--- config.mk ---
export PLATFORM = sky130hd
export DESIGN_NAME = vpc_top
export DESIGN_NICKNAME = d
export VERILOG_FILES = /design/src/vpc_pkg.sv /design/src/vpc_top.sv
export SDC_FILE = /design/constraint.sdc
export NUM_CORES = 1
export LEC_CHECK = 0
export BUFFER_PORTS_ARGS = -buffer_cell sky130_fd_sc_hd__buf_4
export CAP_MARGIN = 5
export CELL_PAD_IN_SITES_DETAIL_PLACEMENT = 0
export CELL_PAD_IN_SITES_GLOBAL_PLACEMENT = 2
export CORE_UTILIZATION = 37
export DETAILED_ROUTE_END_ITERATION = 10
export PLACE_DENSITY_LB_ADDON = 0.2
export REMOVE_ABC_BUFFERS = 1
export SYNTH_ARGS = -nofsm -noshare
export SYNTH_HDL_FRONTEND = slang
export SYNTH_SLANG_ARGS = --single-unit
export TNS_END_PERCENT = 10
--- constraint.sdc ---
create_clock -name clk_i -period 4.1 [get_ports clk_i]
set_input_delay 0.82 -clock clk_i [delete_from_list [all_inputs] [get_ports clk_i]]
set_output_delay 0.82 -clock clk_i [all_outputs]
set_load 0.1 [all_outputs]
--- src/vpc_pkg.sv ---
/*
 * Holds the constants shared by the voltage PWM chopper scaling block:
 * register offsets, field positions, reset values and chopper periods.
 * Assumes a 32-bit AXI4-Lite register bus and a 100 MHz system clock.
 */
package vpc_pkg;

  // ---------------------------------------------------------------
  // Register map
  // ---------------------------------------------------------------
  localparam logic [5:0] ADDR_CONFIG = 6'h00;
  localparam logic [5:0] ADDR_COOL_THRS = 6'h04;
  localparam logic [5:0] ADDR_HIGH_THRS = 6'h08;
  localparam logic [5:0] ADDR_STATUS = 6'h0C;
  localparam logic [5:0] ADDR_INT_STATUS = 6'h10;
  localparam logic [5:0] ADDR_INT_MASK = 6'h14;
  localparam int ADDR_W = 6;

  // ---------------------------------------------------------------
  // Field layout of the configuration and status registers
  // ---------------------------------------------------------------
  localparam int CFG_AMP_LSB = 0;
  localparam int CFG_GRAD_LSB = 8;
  localparam int CFG_AUTO_BIT = 12;
  localparam int CFG_FREQ_LSB = 16;
  localparam int STAT_OLA_BIT = 8;
  localparam int STAT_OLB_BIT = 9;
  localparam int STAT_MODE_BIT = 10;
  localparam int STAT_START_BIT = 11;

  localparam int VEL_W = 23;
  localparam logic [22:0] THRS_RESET = 23'h7FFFFF;
  localparam logic [7:0] AMP_RESET = 8'hFF;
  localparam logic [3:0] GRAD_RESET = 4'h0;
  localparam logic [7:0] SCALE_MAX = 8'hFF;

  // Interrupt status bits: open load rise on A, on B, leave, re-entry.
  localparam int INT_W = 4;

  // ---------------------------------------------------------------
  // Chopper period in system clocks per frequency selection
  // ---------------------------------------------------------------
  localparam logic [10:0] PER_0 = 11'd1024;
  localparam logic [10:0] PER_1 = 11'd683;
  localparam logic [10:0] PER_2 = 11'd512;
  localparam logic [10:0] PER_3 = 11'd410;

  // Fullsteps without reaching target before both open load flags rise.
  localparam logic [2:0] FAIL_STEPS = 3'd4;

  localparam logic [1:0] RESP_OKAY = 2'b00;
  localparam logic [1:0] RESP_SLVERR = 2'b10;

endpackage : vpc_pkg

--- src/vpc_top.sv ---
/*
 * Voltage PWM chopper amplitude control: fixed or regulated scale, mode
 * hand-over at the velocity thresholds, open load flags and interrupts.
 * Assumes ramp velocity, target current and fullstep pulses come from logic
 * on clk_i; the coil current comparators come from the power stage pins.
 */
`timescale 1ns/1ps
`default_nettype none

// Notes on behaviour
// - fixed mode drives scale from user amplitude
// - 8-bit scale, sine peak 248, Vrms=V*s/374
// - lower of cool and high thresholds splits voltage and current chopper
// - hold scale outside voltage mode, resume later
// - open load flags show target unreached per coil
// - open coil keeps its flag continuously set
// - both flags when target unreached several fullsteps
// - fast raise for low coil, slow lowering
// - regulated scale is readable by software
// - gradient zero disables voltage chopping
// - amplitude is fixed value or re-entry limit
// - voltage mode only below lower threshold
// - regulation freezes at zero target current
module vpc_top
  import vpc_pkg::*;
(
  input wire logic clk_i,
  input wire logic rstn_i,
  input wire logic [5:0] s_axi_awaddr,
  input wire logic s_axi_awvalid,
  output logic s_axi_awready,
  input wire logic [31:0] s_axi_wdata,
  input wire logic [3:0] s_axi_wstrb,
  input wire logic s_axi_wvalid,
  output logic s_axi_wready,
  output logic [1:0] s_axi_bresp,
  output logic s_axi_bvalid,
  input wire logic s_axi_bready,
  input wire logic [5:0] s_axi_araddr,
  input wire logic s_axi_arvalid,
  output logic s_axi_arready,
  output logic [31:0] s_axi_rdata,
  output logic [1:0] s_axi_rresp,
  output logic s_axi_rvalid,
  input wire logic s_axi_rready,
  input wire logic [22:0] ramp_velocity_i,
  input wire logic [4:0] target_current_i,
  input wire logic fullstep_i,
  input wire logic coil_a_low_i,
  input wire logic coil_b_low_i,
  input wire logic coil_a_high_i,
  input wire logic coil_b_high_i,
  output logic [7:0] pwm_scale_o,
  output logic voltage_mode_o,
  output logic open_load_coil_a_o,
  output logic open_load_coil_b_o,
  output logic irq_o
);

  // ---------------------------------------------------------------
  // Registers and state
  // ---------------------------------------------------------------
  logic [7:0] user_pwm_amplitude;
  logic [3:0] regulation_gradient;
  logic autoscale;
  logic [1:0] pwm_freq;
  logic [22:0] cool_velocity_threshold;
  logic [22:0] high_velocity_threshold;
  logic [INT_W-1:0] int_status;
  logic [INT_W-1:0] int_mask;
  logic [5:0] aw_addr;
  logic aw_held;
  logic [31:0] w_data;
  logic [3:0] w_strb;
  logic w_held;
  logic [10:0] period_cnt;
  logic [7:0] scale;
  logic mode;
  logic started;
  logic [3:0] sync1;
  logic [3:0] sync2;
  logic seen_a_low;
  logic seen_b_low;
  logic seen_high;
  logic low_since_step;
  logic [2:0] fail_cnt;

  // ---------------------------------------------------------------
  // Synchronisers for the coil comparator pins
  // ---------------------------------------------------------------
  always_ff @(posedge clk_i or negedge rstn_i) begin
    if (!rstn_i) begin
      sync1 <= 4'h0;
      sync2 <= 4'h0;
    end else begin
      sync1 <= {coil_b_high_i, coil_a_high_i, coil_b_low_i, coil_a_low_i};
      sync2 <= sync1;
    end
  end

  // ---------------------------------------------------------------
  // Chopper period and mode decision
  // ---------------------------------------------------------------
  wire [10:0] period_len = (pwm_freq == 2'd0) ? PER_0 :
                           (pwm_freq == 2'd1) ? PER_1 :
                           (pwm_freq == 2'd2) ? PER_2 : PER_3;
  wire period_end = (period_cnt >= period_len - 11'd1);
  wire below_lower = (ramp_velocity_i < cool_velocity_threshold) &&
                     (ramp_velocity_i < high_velocity_threshold);
  wire next_mode = (regulation_gradient != GRAD_RESET) && below_lower;
  wire entering = next_mode && !mode;
  wire leaving = !next_mode && mode;
  wire standstill = (ramp_velocity_i == '0);
  wire target_zero = (target_current_i == '0);

  // ---------------------------------------------------------------
  // Scale regulation
  // ---------------------------------------------------------------
  wire any_low = seen_a_low || seen_b_low;
  wire [3:0] down_half = {1'b0, regulation_gradient[3:1]};
  wire [3:0] down_step = (down_half == 4'h0) ? 4'h1 : down_half;
  wire [8:0] scale_up = {1'b0, scale} + {5'h00, regulation_gradient};
  wire [7:0] scale_inc = scale_up[8] ? SCALE_MAX : scale_up[7:0];
  wire [7:0] scale_dec = (scale > {4'h0, down_step}) ?
                         scale - {4'h0, down_step} : 8'h00;
  wire [7:0] reentry = (scale < user_pwm_amplitude) ? scale :
                       user_pwm_amplitude;
  wire may_regulate = (started || standstill) && !target_zero;
  wire [7:0] regulated = !may_regulate ? scale :
                         any_low ? scale_inc :
                         seen_high ? scale_dec : scale;
  wire [7:0] next_scale = !autoscale ? user_pwm_amplitude :
                          !period_end ? scale :
                          entering ? reentry :
                          (next_mode && mode) ? regulated : scale;

  always_ff @(posedge clk_i or negedge rstn_i) begin
    if (!rstn_i) begin
      period_cnt <= '0;
      mode <= 1'b0;
      scale <= '0;
      started <= 1'b0;
    end else begin
      period_cnt <= period_end ? '0 : period_cnt + 11'd1;
      if (period_end) begin
        mode <= next_mode;
      end
      scale <= next_scale;
      if (regulation_gradient == GRAD_RESET || !autoscale) begin
        started <= 1'b0;
      end else if (period_end && mode && standstill && !target_zero) begin
        started <= 1'b1;
      end
    end
  end

  // ---------------------------------------------------------------
  // Per-period current observation and open load flags
  // ---------------------------------------------------------------
  wire fail_full = (fail_cnt >= FAIL_STEPS);
  wire active = mode && autoscale;
  // Flags drop with the mode, so none outlives voltage mode by a period.
  wire flag_on = active && next_mode;
  wire next_ola = flag_on && (seen_a_low || fail_full);
  wire next_olb = flag_on && (seen_b_low || fail_full);

  always_ff @(posedge clk_i or negedge rstn_i) begin
    if (!rstn_i) begin
      seen_a_low <= 1'b0;
      seen_b_low <= 1'b0;
      seen_high <= 1'b0;
      low_since_step <= 1'b0;
      fail_cnt <= '0;
    end else begin
      seen_a_low <= period_end ? 1'b0 : (seen_a_low || sync2[0]);
      seen_b_low <= period_end ? 1'b0 : (seen_b_low || sync2[1]);
      seen_high <= period_end ? 1'b0 :
                   (seen_high || sync2[2] || sync2[3]);
      if (fullstep_i) begin
        low_since_step <= 1'b0;
        if (!active || !low_since_step) begin
          fail_cnt <= '0;
        end else if (!fail_full) begin
          fail_cnt <= fail_cnt + 3'd1;
        end
      end else if (period_end && any_low) begin
        low_since_step <= 1'b1;
      end
    end
  end

  // ---------------------------------------------------------------
  // AXI4-Lite slave
  // ---------------------------------------------------------------
  wire aw_take = s_axi_awvalid && s_axi_awready;
  wire w_take = s_axi_wvalid && s_axi_wready;
  wire do_write = aw_held && w_held && !s_axi_bvalid;
  wire ar_take = s_axi_arvalid && s_axi_arready;
  wire wr_cfg = do_write && (aw_addr == ADDR_CONFIG);
  wire wr_cool = do_write && (aw_addr == ADDR_COOL_THRS);
  wire wr_high = do_write && (aw_addr == ADDR_HIGH_THRS);
  wire wr_ist = do_write && (aw_addr == ADDR_INT_STATUS);
  wire wr_imask = do_write && (aw_addr == ADDR_INT_MASK);
  wire wr_hit = wr_cfg || wr_cool || wr_high || wr_ist || wr_imask ||
                (aw_addr == ADDR_STATUS);
  wire [31:0] bmask = {{8{w_strb[3]}}, {8{w_strb[2]}},
                       {8{w_strb[1]}}, {8{w_strb[0]}}};
  wire [31:0] cfg_word = {14'h0, pwm_freq, 3'h0, autoscale,
                          regulation_gradient, user_pwm_amplitude};
  wire [31:0] cfg_new = (cfg_word & ~bmask) | (w_data & bmask);
  wire [31:0] cool_new = ({9'h0, cool_velocity_threshold} & ~bmask) |
                         (w_data & bmask);
  wire [31:0] high_new = ({9'h0, high_velocity_threshold} & ~bmask) |
                         (w_data & bmask);
  wire [31:0] stat_word = {20'h0, started, mode, open_load_coil_b_o,
                           open_load_coil_a_o, scale};
  wire [31:0] rd_word =
    (s_axi_araddr == ADDR_CONFIG) ? cfg_word :
    (s_axi_araddr == ADDR_COOL_THRS) ? {9'h0, cool_velocity_threshold} :
    (s_axi_araddr == ADDR_HIGH_THRS) ? {9'h0, high_velocity_threshold} :
    (s_axi_araddr == ADDR_STATUS) ? stat_word :
    (s_axi_araddr == ADDR_INT_STATUS) ? {28'h0, int_status} :
    (s_axi_araddr == ADDR_INT_MASK) ? {28'h0, int_mask} : 32'h0;
  wire rd_hit = (s_axi_araddr == ADDR_CONFIG) ||
                (s_axi_araddr == ADDR_COOL_THRS) ||
                (s_axi_araddr == ADDR_HIGH_THRS) ||
                (s_axi_araddr == ADDR_STATUS) ||
                (s_axi_araddr == ADDR_INT_STATUS) ||
                (s_axi_araddr == ADDR_INT_MASK);

  always_ff @(posedge clk_i or negedge rstn_i) begin
    if (!rstn_i) begin
      aw_held <= 1'b0;
      aw_addr <= '0;
      w_held <= 1'b0;
      w_data <= '0;
      w_strb <= '0;
      s_axi_awready <= 1'b1;
      s_axi_wready <= 1'b1;
      s_axi_bvalid <= 1'b0;
      s_axi_bresp <= RESP_OKAY;
      s_axi_arready <= 1'b1;
      s_axi_rvalid <= 1'b0;
      s_axi_rdata <= '0;
      s_axi_rresp <= RESP_OKAY;
    end else begin
      if (aw_take) begin
        aw_held <= 1'b1;
        aw_addr <= {s_axi_awaddr[5:2], 2'b00};
        s_axi_awready <= 1'b0;
      end
      if (w_take) begin
        w_held <= 1'b1;
        w_data <= s_axi_wdata;
        w_strb <= s_axi_wstrb;
        s_axi_wready <= 1'b0;
      end
      if (do_write) begin
        aw_held <= 1'b0;
        w_held <= 1'b0;
        s_axi_bvalid <= 1'b1;
        s_axi_bresp <= wr_hit ? RESP_OKAY : RESP_SLVERR;
      end else if (s_axi_bvalid && s_axi_bready) begin
        s_axi_bvalid <= 1'b0;
        s_axi_awready <= 1'b1;
        s_axi_wready <= 1'b1;
      end
      if (ar_take) begin
        s_axi_arready <= 1'b0;
        s_axi_rvalid <= 1'b1;
        s_axi_rdata <= rd_word;
        s_axi_rresp <= rd_hit ? RESP_OKAY : RESP_SLVERR;
      end else if (s_axi_rvalid && s_axi_rready) begin
        s_axi_rvalid <= 1'b0;
        s_axi_arready <= 1'b1;
      end
    end
  end

  // ---------------------------------------------------------------
  // Configuration and interrupt registers
  // ---------------------------------------------------------------
  wire [INT_W-1:0] int_event = {
    period_end && entering,
    period_end && leaving,
    next_olb && !open_load_coil_b_o,
    next_ola && !open_load_coil_a_o};
  wire [INT_W-1:0] int_clear = wr_ist ? (w_data[INT_W-1:0] &
                               {INT_W{w_strb[0]}}) : '0;
  // A new event wins over a clear in the same cycle.
  wire [INT_W-1:0] next_int = (int_status & ~int_clear) | int_event;

  always_ff @(posedge clk_i or negedge rstn_i) begin
    if (!rstn_i) begin
      user_pwm_amplitude <= AMP_RESET;
      regulation_gradient <= GRAD_RESET;
      autoscale <= 1'b0;
      pwm_freq <= 2'd0;
      cool_velocity_threshold <= THRS_RESET;
      high_velocity_threshold <= THRS_RESET;
      int_status <= '0;
      int_mask <= '0;
      irq_o <= 1'b0;
      pwm_scale_o <= '0;
      voltage_mode_o <= 1'b0;
      open_load_coil_a_o <= 1'b0;
      open_load_coil_b_o <= 1'b0;
    end else begin
      if (wr_cfg) begin
        user_pwm_amplitude <= cfg_new[CFG_AMP_LSB +: 8];
        regulation_gradient <= cfg_new[CFG_GRAD_LSB +: 4];
        autoscale <= cfg_new[CFG_AUTO_BIT];
        pwm_freq <= cfg_new[CFG_FREQ_LSB +: 2];
      end
      if (wr_cool) begin
        cool_velocity_threshold <= cool_new[VEL_W-1:0];
      end
      if (wr_high) begin
        high_velocity_threshold <= high_new[VEL_W-1:0];
      end
      if (wr_imask) begin
        int_mask <= (int_mask & ~bmask[INT_W-1:0]) |
                    (w_data[INT_W-1:0] & bmask[INT_W-1:0]);
      end
      int_status <= next_int;
      irq_o <= |(next_int & int_mask);
      pwm_scale_o <= next_scale;
      if (period_end) begin
        voltage_mode_o <= next_mode;
        open_load_coil_a_o <= next_ola;
        open_load_coil_b_o <= next_olb;
      end
    end
  end

endmodule : vpc_top

`default_nettype wire

==> results.json, run 1 <==
{
  "outcome": "completed",
  "slew_viol_final": 0,
  "cts_buffer_depth": 2,
  "ir_drop_v": 0.0002593,
  "cp_max_fo": 3,
  "worst_hold_path_type": "reg2reg",
  "finalHoldViolCount": 0,
  "fillers": 2516,
  "power.internal_mw": 4.103,
  "grtUsageTotal_pct": 20.58,
  "grt_start_max_net_pins": 88,
  "grt_pass1_vias": 7221,
  "relSlewSlack_pct": 40.66,
  "setup_violations": 0,
  "crit_path_end_kind": "flop",
  "coreArea_um2": 25110,
  "crit_path_start_kind": "flop",
  "grt_pass1_wl_mm": 40.83,
  "grt-ovfl-total": 0,
  "period_minus_slack_ns": 3.339,
  "antenna_found_initial": 0,
  "clk_pin_slew_ns": 0.07,
  "die_x_um": 161.8,
  "synth_seq_area_share_pct": 45.76,
  "ys_warn_count": 0,
  "ios": 141,
  "root_buffer": "clkbuf_16",
  "cts-hold-fix-buffers": 0,
  "first_pass_iters": 5,
  "p_comb_share_pct": 33.1,
  "ant_nets": 0,
  "cp_data_arrival_time_ns": 3.65,
  "synth_cells": 894,
  "power_leakage_nw": 5.015,
  "ys_ff_latch": 170,
  "route.detailed.drc": 0,
  "viasPerCell": 5.158,
  "cts_buffers": 17,
  "insertion_delay_ns": 0.43,
  "cts_resized": 0,
  "cts_tree": "built",
  "drive_gt1_share_pct": 32.69,
  "die_area_um2": 26190,
  "start_util_pct": 37.64,
  "nets": 1182,
  "hpwl_mm": 19.32,
  "first_iter_violations": 462,
  "synth_flop_cell": "dfrtp_1",
  "worst_slew_pin_slew_ns": 0.8901,
  "max_freq_mhz": 299.5,
  "power_frac_seq_pct": 41.5,
  "io_buffer_count": 117,
  "num_antenna_cells": 0,
  "die_h_um": 161.8,
  "power_frac_clock_pct": 25.4,
  "drv_cap": 0,
  "cts_max_level": 4,
  "std_cell_rows": 58,
  "finClkSkew_ns": 0.01216,
  "synth-edff-count": 0,
  "post_cts_buffers": 0,
  "via_count": 7035,
  "async_flop_share_pct": 100.0,
  "hold_ws_ns": 0.3496,
  "rrSetupSlack_ns": 0.76,
  "syn_area_per_cell_um2": 10.57,
  "netSwitchingFraction_pct": 37.49,
  "syn2layout_area_growth_pct": 20.03,
  "power_density_nw_per_um2": 578.6,
  "routed_wl_mm": 25.74,
  "tns_ns": 0,
  "clock_sinks": 170,
  "finalWeightedCongestion": 0.7870,
  "fin_crit_sh_pct": 81.45,
  "path_class": "reg2reg",
  "yosys.cell_types.count": 64,
  "critPathRequiredTime_ns": 4.42,
  "grt_setup_unrepaired": "false",
  "p_sw_mw": 2.460,
  "wire_per_inst_um": 18.87,
  "synthesis.area_um2": 9452
}
[metrics by stage]
| stage | cell area (µm²) | util [%] | total power, mW | cells | setup slack, ns |
|---|---|---|---|---|---|
| final | 11340 | 45.18 | 6.564 | 1364 | 0.7606 |
| after CTS | 11340 | 45.18 | 6.634 | 1364 | 0.8455 |
| after global routing | 11340 | 45.18 | 6.987 | 1364 | 0.6708 |
| after global placement | 10750 | 42.80 | 4.910 | 1332 | 0.6035 |
| after floorplan | 9316 | - | 4.237 | 869 | 0.9550 |
| after detailed placement | 10750 | 42.80 | 4.942 | 1332 | 0.6153 |
[metal layers]
metal  up-vias  part of all wire (%)  global-route usage [%]
met5         -                     0                       0
met1      3462                    47                   27.47
met2       121                    49                   34.47
met3        18                   3.0                   3.141
met4         0                   1.4                   5.961
li1       3434                     -                       -
[worst paths after layout]
| check | startpoint | endpoint | cells after the start |
|---|---|---|---|
| max | flop | pwm_scale_o[6] | 11 |
| min | sync1[2] | sync2[2] | 0 |
| max reg2reg | flop | pwm_scale_o[6] | 11 |
| min reg2reg | sync1[2] | sync2[2] | 0 |
| max in group asynchronous | rstn_i | asynchronous set/reset pin | 2 |
| min in group asynchronous | rstn_i | s_axi_rdata[5] | 1 |
[power by group through the flow]
stage / logic [mW] / registers (mW) / clock network, mW
after global routing: 2.41 / 2.80 / 1.78
after detailed placement: 2.19 / 2.76 / 0
final: 2.17 / 2.72 / 1.67
after floorplan: 1.28 / 2.95 / 0
after CTS: 2.20 / 2.72 / 1.71
after global placement: 2.17 / 2.74 / 0
[area by class of cell]
| class | count | area (µm²) | area share (%) |
|---|---|---|---|
| Clock buffer | 19 | 442.9 | 3.904 |
| Clock inverter | 13 | 155.1 | 1.368 |
| Inverter | 71 | 266.5 | 2.349 |
| Multi-Input combinational cell | 628 | 4727 | 41.67 |
| Sequential cell | 170 | 4325 | 38.13 |
| Tap cell | 330 | 412.9 | 3.640 |
| Timing Repair Buffer | 133 | 1015 | 8.945 |
[synth_stat cells (2+ instances only)]
cell type	instances	share of area, %
a21o_1	10	0.79
a31oi_1	7	0.46
and3_1	8	0.53
nand2_1	77	3.1
a21oi_1	44	2.3
a32oi_1	2	0.19
buf_1	2	0.079
o211ai_1	4	0.32
xnor2_1	7	0.65
nor2_1	50	2.0
buf_4	11	0.87
nand3b_1	2	0.16
nor3_1	11	0.58
fa_1	2	0.42
o31ai_1	9	0.71
mux2_2	106	13
inv_1	71	2.8
a221oi_1	4	0.37
dfrtp_1	113	30
a21boi_0	2	0.16
nor2b_1	4	0.26
nand2b_1	9	0.60
ha_1	71	9.4
xor2_1	9	0.83
o21ai_0	54	2.9
or3_1	3	0.20
o21a_1	3	0.24
and2_1	2	0.13
a41oi_4	2	0.58
conb_1	2	0.079
clkbuf_1	24	0.95
a211oi_1	5	0.40
nand4_1	14	0.93
a22o_1	7	0.65
o22ai_1	3	0.20
or4_1	3	0.24
mux2i_1	12	1.3
nand3_1	17	0.90
nor4_1	8	0.53
dfstp_2	57	16
a22oi_1	20	1.6
[layout by cell type, fill, tap and decap left out, drive strengths merged, types with 11 or more instances in the layout]
cell type / Yosys / layout
dfstp: 57 / 57
o21ai: 55 / 55
dfrtp: 113 / 113
conb: 2 / 14
a21oi: 44 / 44
inv: 71 / 78
mux2: 106 / 106
nor2: 50 / 50
mux2i: 12 / 12
a22oi: 20 / 20
buf: 13 / 133
nand3: 17 / 17
nand4: 14 / 14
nand2: 78 / 78
nor3: 11 / 11
ha: 71 / 71
clkbuf: 24 / 19
[cells by family (layout without fill, tap and decap cells)]
kind of cell	after synthesis	after routing	synth area share [%]
flops	170	170	45.76
fa+ha+maj	73	73	9.823
other cells	2	14	0.07946
compound gates	188	188	13.08
buf+inv	108	236	4.726
xor+xnor	16	16	1.483
mux	118	118	13.90
simple gates	219	219	11.15
[critical path, cell delays in order (launching register included)]
cell and delay, ns:
dfrtp_1 0.41, o21ai_0 0.44, ha_1 0.26, inv_1 0.06
fa_1 0.42, a21oi_1 0.14, a31oi_1 0.07, o41ai_1 0.59
buf_4 0.23, o22ai_1 0.09, mux2_2 0.27, mux2_2 0.25
No activity file was read; power rests on OpenSTA's default activity.
==> run 2, diff against run 1 <==
==> constraint.sdc (replaced) <==
create_clock -name clk_i -period 3.4 [get_ports clk_i]
set_input_delay 0.68 -clock clk_i [delete_from_list [all_inputs] [get_ports clk_i]]
set_output_delay 0.68 -clock clk_i [all_outputs]
set_load 0.1 [all_outputs]
==> run 2 against run 1 <==
Via count about the same. Register-to-register slack got worse by 0.56 ns. Clock-buffer cell count shrank 1. Total power is 19% higher. Sequential cell count did not move. Utilization is 0.12 points higher. Cell count is 0.51% higher. Critical path type unchanged. Largest cell class unchanged. Highest routed layer unchanged.
==> results.json, run 2 (synthesis results as in run 1) <==
{
  "outcome": "completed",
  "start_util_pct": 37.64,
  "cts_buffers": 17,
  "post_cts_buffers": 0,
  "power_frac_clock_pct": 24.3,
  "layout_common_cells": "137 x buf_4, 113 x dfrtp_1, 106 x mux2_2",
  "clk_pin_slew_ns": 0.07,
  "grt_pass1_vias": 7231,
  "antenna_found_initial": 0,
  "ir_drop_v": 0.0003107,
  "num_antenna_cells": 0,
  "crit_chain": "o21ai_0, ha_1, inv_1, fa_1, a21oi_1, a31oi_1, o41a_1, a21oi_1, a22oi_1, mux2_2, mux2_2",
  "crit_path_end_kind": "flop",
  "cp_max_fo": 5,
  "coreArea_um2": 25110,
  "dp_cells": 1339,
  "setup_violations": 0,
  "grt_setup_unrepaired": "false",
  "register_area_um2": 4325,
  "max_stage_delay_ns": 0.47,
  "power_frac_seq_pct": 41.9,
  "viasPerCell": 5.136,
  "first_pass_iters": 7,
  "finClkSkew_ns": 0.01255,
  "wire_per_inst_um": 18.90,
  "fin_crit_sh_pct": 94.04,
  "worst_hold_path_type": "in2async",
  "via_count": 7042,
  "die_h_um": 161.8,
  "rr_endpoint": "pwm_scale_o[4]",
  "ios": 141,
  "first_iter_violations": 372,
  "cp_data_arrival_time_ns": 3.51,
  "max_freq_mhz": 312.8,
  "cts_buffer_depth": 2,
  "insertion_delay_ns": 0.44,
  "drv_cap": 0,
  "critPathRequiredTime_ns": 3.72,
  "cts_resized": 0,
  "syn2layout_area_growth_pct": 20.36,
  "die_area_um2": 26190,
  "ff2ff_path_depth": 11,
  "critPathBufInv": 1,
  "finalHoldViolCount": 0,
  "crit_path_start_kind": "flop",
  "grt_pass1_wl_mm": 40.99,
  "drive_gt1_share_pct": 33.14,
  "critPathTopFamily": "compound AO/OA/AOI/OAI gates",
  "grt_start_max_net_pins": 79,
  "path_class": "reg2reg",
  "power_density_nw_per_um2": 688.0,
  "clock_sinks": 170,
  "rrSetupSlack_ns": 0.20,
  "final_common_cell": "buf_4",
  "finalWeightedCongestion": 0.8264,
  "p_comb_share_pct": 33.8,
  "grt-ovfl-total": 0,
  "route.detailed.drc": 0,
  "hpwl_mm": 19.57,
  "slowest_stage": "o41a_1",
  "cts_tree": "built",
  "relSlewSlack_pct": 47.64,
  "routed_wl_mm": 25.92,
  "p_sw_mw": 3.016,
  "io_buffer_count": 117,
  "power_leakage_nw": 5.029,
  "worst_slew_pin_slew_ns": 0.7854,
  "grtUsageTotal_pct": 20.69,
  "cts_max_level": 4,
  "netSwitchingFraction_pct": 38.53,
  "std_cell_rows": 58,
  "tns_ns": 0,
  "ant_nets": 0,
  "slew_viol_final": 0,
  "cts-hold-fix-buffers": 0,
  "die_x_um": 161.8,
  "fillers": 2520,
  "multiInputGateArea_um2": 4727,
  "power.internal_mw": 4.811,
  "nets": 1189,
  "root_buffer": "clkbuf_16",
  "period_minus_slack_ns": 3.197,
  "final_cells": 1371
}
==> run 2: changes by cell type in the layout (fill, tap and decap cells not counted), sizes merged <==
cell	previous run	this run
clkinv	2	3
clkbuf	19	18
buf	133	140
bufinv	2	0
clkinvlp	2	4
==> run 2: how the worst max path moves through the flow <==
stage	cells past startpoint	start	to
final	11	flop	pwm_scale_o[4]
after global routing	11	flop	pwm_scale_o[4]
after CTS	11	flop	pwm_scale_o[4]
after detailed placement	10	ramp_velocity_i[22]	pwm_scale_o[4]
after global placement	10	ramp_velocity_i[22]	pwm_scale_o[6]
after floorplan	9	pwm_scale_o[1]	pwm_scale_o[6]
==> run 2: stage by stage <==
| stage | instance area [µm²] | setup WS, ns | power [mW] | util, % | hold WS, ns |
|---|---|---|---|---|---|
| finish | 11380 | 0.2026 | 7.826 | 45.31 | 0.2743 |
| global route | 11380 | 0.1233 | 8.354 | 45.31 | 0.3267 |
| CTS | 11380 | 0.2086 | 7.911 | 45.31 | 0.3119 |
| detailed placement | 10810 | 0.1679 | 5.985 | 43.06 | 0.3358 |
| global placement | 10810 | 0.1905 | 5.944 | 43.06 | 0.3344 |
| floorplan | 9316 | 0.2550 | 5.109 | - | 0.3312 |
==> run 2: worst reg2reg max path, delay by kind of cell (launching register included) <==
kind | cells | cell delay, ns
multiplexers | 2 | 0.55
flip-flops | 1 | 0.41
AO/OA/AOI/OAI | 6 | 1.40
adder cells (fa/ha/maj) | 2 | 0.68
buffers and inverters | 1 | 0.06
==> run 2: layer usage <==
metal	up-vias	GRT usage [%]	part of all wire [%]
met1	3462	27.60	46
met2	112	34.94	49
met5	-	0	0
met3	17	3.218	3.1
li1	3451	-	-
met4	0	5.317	1.2
==> run 2: area by class of cell <==
| class | instances | share of cell area [%] |
|---|---|---|
| Clock buffer | 18 | 3.773 |
| Timing Repair Buffer | 140 | 9.492 |
| Sequential cell | 170 | 38.02 |
| Multi-Input combinational cell | 628 | 41.55 |
| Clock inverter | 14 | 1.188 |
| Tap cell | 330 | 3.630 |
| Inverter | 71 | 2.343 |
==> run 2: power by group through the flow <==
stage | combinational, mW | clock [mW] | sequential [mW]
2_1_floorplan | 1.55 | 0 | 3.56
3_3_place_gp | 2.64 | 0 | 3.31
3_5_place_dp | 2.66 | 0 | 3.32
4_1_cts | 2.68 | 1.95 | 3.28
5_1_grt | 2.94 | 2.04 | 3.38
6_report | 2.65 | 1.90 | 3.28
==> run 3, diff against run 2 <==
--- a/config.mk
+++ b/config.mk
@@ -5,11 +5,12 @@
 export SDC_FILE = /design/constraint.sdc
 export NUM_CORES = 1
 export LEC_CHECK = 0
+export ABC_AREA = 1
 export BUFFER_PORTS_ARGS = -buffer_cell sky130_fd_sc_hd__buf_4
 export CAP_MARGIN = 5
 export CELL_PAD_IN_SITES_DETAIL_PLACEMENT = 0
 export CELL_PAD_IN_SITES_GLOBAL_PLACEMENT = 2
-export CORE_UTILIZATION = 37
+export CORE_UTILIZATION = 34
 export DETAILED_ROUTE_END_ITERATION = 10
 export PLACE_DENSITY_LB_ADDON = 0.2
 export REMOVE_ABC_BUFFERS = 1
==> run 3 against run 2 <==
Area after synthesis hardly changed. Register-to-register slack better by 0.77 ns. Die area up 8.7%. Hold slack lost 0.013 ns. Clock-buffer cell count increased by 2. Combinational power up 36%. Via count increased by 11%. Critical path depth up 6. Setup slack better by 0.77 ns.
==> results.json, run 3 <==
{
  "syn2layout_area_growth_pct": 20.21,
  "slew_viol_final": 0,
  "layout_common_cells": "316 x nand2_1, 155 x inv_1, 130 x buf_4",
  "rrSetupSlack_ns": 0.97,
  "ff2ff_path_depth": 17,
  "synthesis.area_um2": 9447,
  "ir_drop_v": 0.0004646,
  "max_freq_mhz": 412.4,
  "wire_per_inst_um": 16.37,
  "clock_sinks": 170,
  "ant_nets": 0,
  "finClkSkew_ns": 0.01441,
  "grt_setup_unrepaired": "false",
  "syn_area_per_cell_um2": 8.158,
  "setup_violations": 0,
  "cp_max_fo": 9,
  "ys_warn_count": 0,
  "clk_pin_slew_ns": 0.07,
  "outcome": "completed",
  "antenna_found_initial": 0,
  "die_x_um": 168.7,
  "crit_path_end_kind": "flop",
  "first_pass_iters": 5,
  "yosysTopAreaCell": "dfrtp_1",
  "finalHoldViolCount": 0,
  "worst_slew_pin_slew_ns": 0.7320,
  "ys_ff_latch": 170,
  "viasPerCell": 4.677,
  "nets": 1446,
  "crit_path_start_kind": "flop",
  "post-place-ws_ns": 0.7027,
  "power_mw": 8.959,
  "cts-hold-fix-buffers": 0,
  "via_count": 7810,
  "synth_top_family_by_area": "simple AND/OR/NAND/NOR gates",
  "relSlewSlack_pct": 51.15,
  "die_area_um2": 28450,
  "grt_pass1_wl_mm": 43.07,
  "grtUsageTotal_pct": 19.99,
  "rr_endpoint": "pwm_scale_o[0]",
  "synth_compound_area_share_pct": 13.09,
  "power_leakage_nw": 5.419,
  "post_cts_buffers": 0,
  "grt-ovfl-total": 0,
  "start_util_pct": 34.86,
  "route.detailed.drc": 0,
  "synthSimpleGateAreaFrac_pct": 21.95,
  "drive_gt1_share_pct": 18.57,
  "yosys-mux-area-fraction_pct": 0.1192,
  "path_class": "reg2reg",
  "period_minus_slack_ns": 2.425,
  "synth_flop_cell": "dfrtp_1",
  "io_buffer_count": 117,
  "synth-edff-count": 0,
  "synth_cells": 1158,
  "synth_seq_area_share_pct": 45.79,
  "synth_commonest_cells": "316 x nand2_1, 156 x inv_1, 117 x o21ai_0",
  "tns_ns": 0,
  "synthAdderAreaFrac_pct": 9.828,
  "crit_path_end": "pwm_scale_o[0]",
  "cts_resized": 0,
  "synth_top_area_share_pct": 29.93,
  "cts_max_level": 4,
  "grt_pass1_vias": 7612,
  "first_iter_violations": 307,
  "die_h_um": 168.7,
  "std_cell_rows": 60,
  "fin_crit_sh_pct": 71.33,
  "finalWeightedCongestion": 0.8226,
  "num_antenna_cells": 0,
  "cp_data_arrival_time_ns": 2.80,
  "critPathRequiredTime_ns": 3.77,
  "yosys.area_share.xor_xnor_pct": 0.7417,
  "fin_ws_ns": 0.9749,
  "root_buffer": "clkbuf_16",
  "dpl_cell_area_um2": 10780,
  "synth.most_common_cell": "nand2_1",
  "async_flop_share_pct": 100.0,
  "fillers": 2807,
  "hpwl_mm": 20.62,
  "synthTopCellsByArea": "dfrtp_1 30%, dfstp_2 16%, nand2_1 13%",
  "routed_wl_mm": 27.34,
  "fin_area_um2": 11360,
  "yosys.cell_types.count": 48,
  "worst_hold_path_type": "in2async",
  "cts_buffers": 17,
  "cts_buffer_depth": 2,
  "grt_start_max_net_pins": 65,
  "cts_tree": "built",
  "ios": 141,
  "coreArea_um2": 27100,
  "final_common_cell": "nand2_1",
  "insertion_delay_ns": 0.44,
  "drv_cap": 0,
  "power_density_nw_per_um2": 788.9
}
run 3: cell count changes after synthesis, moves of 9 or more:
cell,delta
a22oi_1,-20
inv_1,+85
mux2_2,-105
mux2i_1,-12
nand2_1,+239
nand2b_1,-9
nand3_1,+23
nor2_1,+23
o21ai_0,+63
o22ai_1,+17
run 3: cell families (layout without fill, tap and decap cells):
family	count (synthesis)	in the layout
flip-flops	170	170
adder cells (fa/ha/maj)	73	73
AO/OA/AOI/OAI	220	220
buffers and inverters	198	326
XOR/XNOR	8	8
other	2	14
multiplexers	1	1
AND/OR/NAND/NOR	486	486
run 3: power breakdown:
part | internal [mW] | switching [mW]
logic | 1.13 | 2.47
clock network | 1.10 | 0.886
registers | 2.84 | 0.538
run 3: how the worst min path moves through the flow:
stage	cells past startpoint	end	slack, ns	start
2_1_floorplan	0	sync2[0]	0.33	sync1[0]
3_5_place_dp	0	sync2[0]	0.34	sync1[0]
6_report	1	pwm_scale_o[6]	0.26	rstn_i
3_3_place_gp	0	sync2[1]	0.34	sync1[1]
4_1_cts	1	pwm_scale_o[6]	0.26	rstn_i
5_1_grt	1	pwm_scale_o[6]	0.27	rstn_i
run 3: critical path, cell delays in order (launching register included):
cell and delay, ns:
dfstp_2 0.53, inv_1 0.05, ha_1 0.30, nand2_1 0.10, inv_1 0.04, nand2_1 0.06
nand2_1 0.05, inv_1 0.05, nand2_1 0.06, nor2_2 0.17, nand3_2 0.10, nor2_4 0.23
nand2_2 0.22, nand2_4 0.17, nand2_1 0.06, nand2_1 0.07, nand2_1 0.05, nand2_1 0.05
run 3: final cells by class:
class                   count  area (µm²)  area share, %
clock inverters            12       141.4          1.245
multi-input cells         802        4372          38.50
flip-flops and latches    170        4325          38.09
clock buffers              20       436.7          3.845
well taps                 372       465.4          4.099
repair buffers            132        1007          8.870
inverters                 162       608.1          5.355
run 3: stage by stage:
stage / util [%] / std cells / hold WS, ns
after floorplan: - / 1134 / 0.3312
after global placement: 39.77 / 1638 / 0.3352
after detailed placement: 39.77 / 1638 / 0.3358
after CTS: 41.90 / 1670 / 0.2602
after global routing: 41.90 / 1670 / 0.2689
final: 41.90 / 1670 / 0.2614
run 3: layer usage:
| metal | wire length, µm | track usage, % | part of all wire (%) | vias to the layer above |
|---|---|---|---|---|
| met4 | 314 | 4.941 | 1.1 | 0 |
| met2 | 12480 | 31.93 | 46 | 122 |
| met1 | 13490 | 28.24 | 49 | 3655 |
| met3 | 1063 | 3.110 | 3.9 | 13 |
| li1 | - | - | - | 4020 |
| met5 | 0 | 0 | 0 | - |
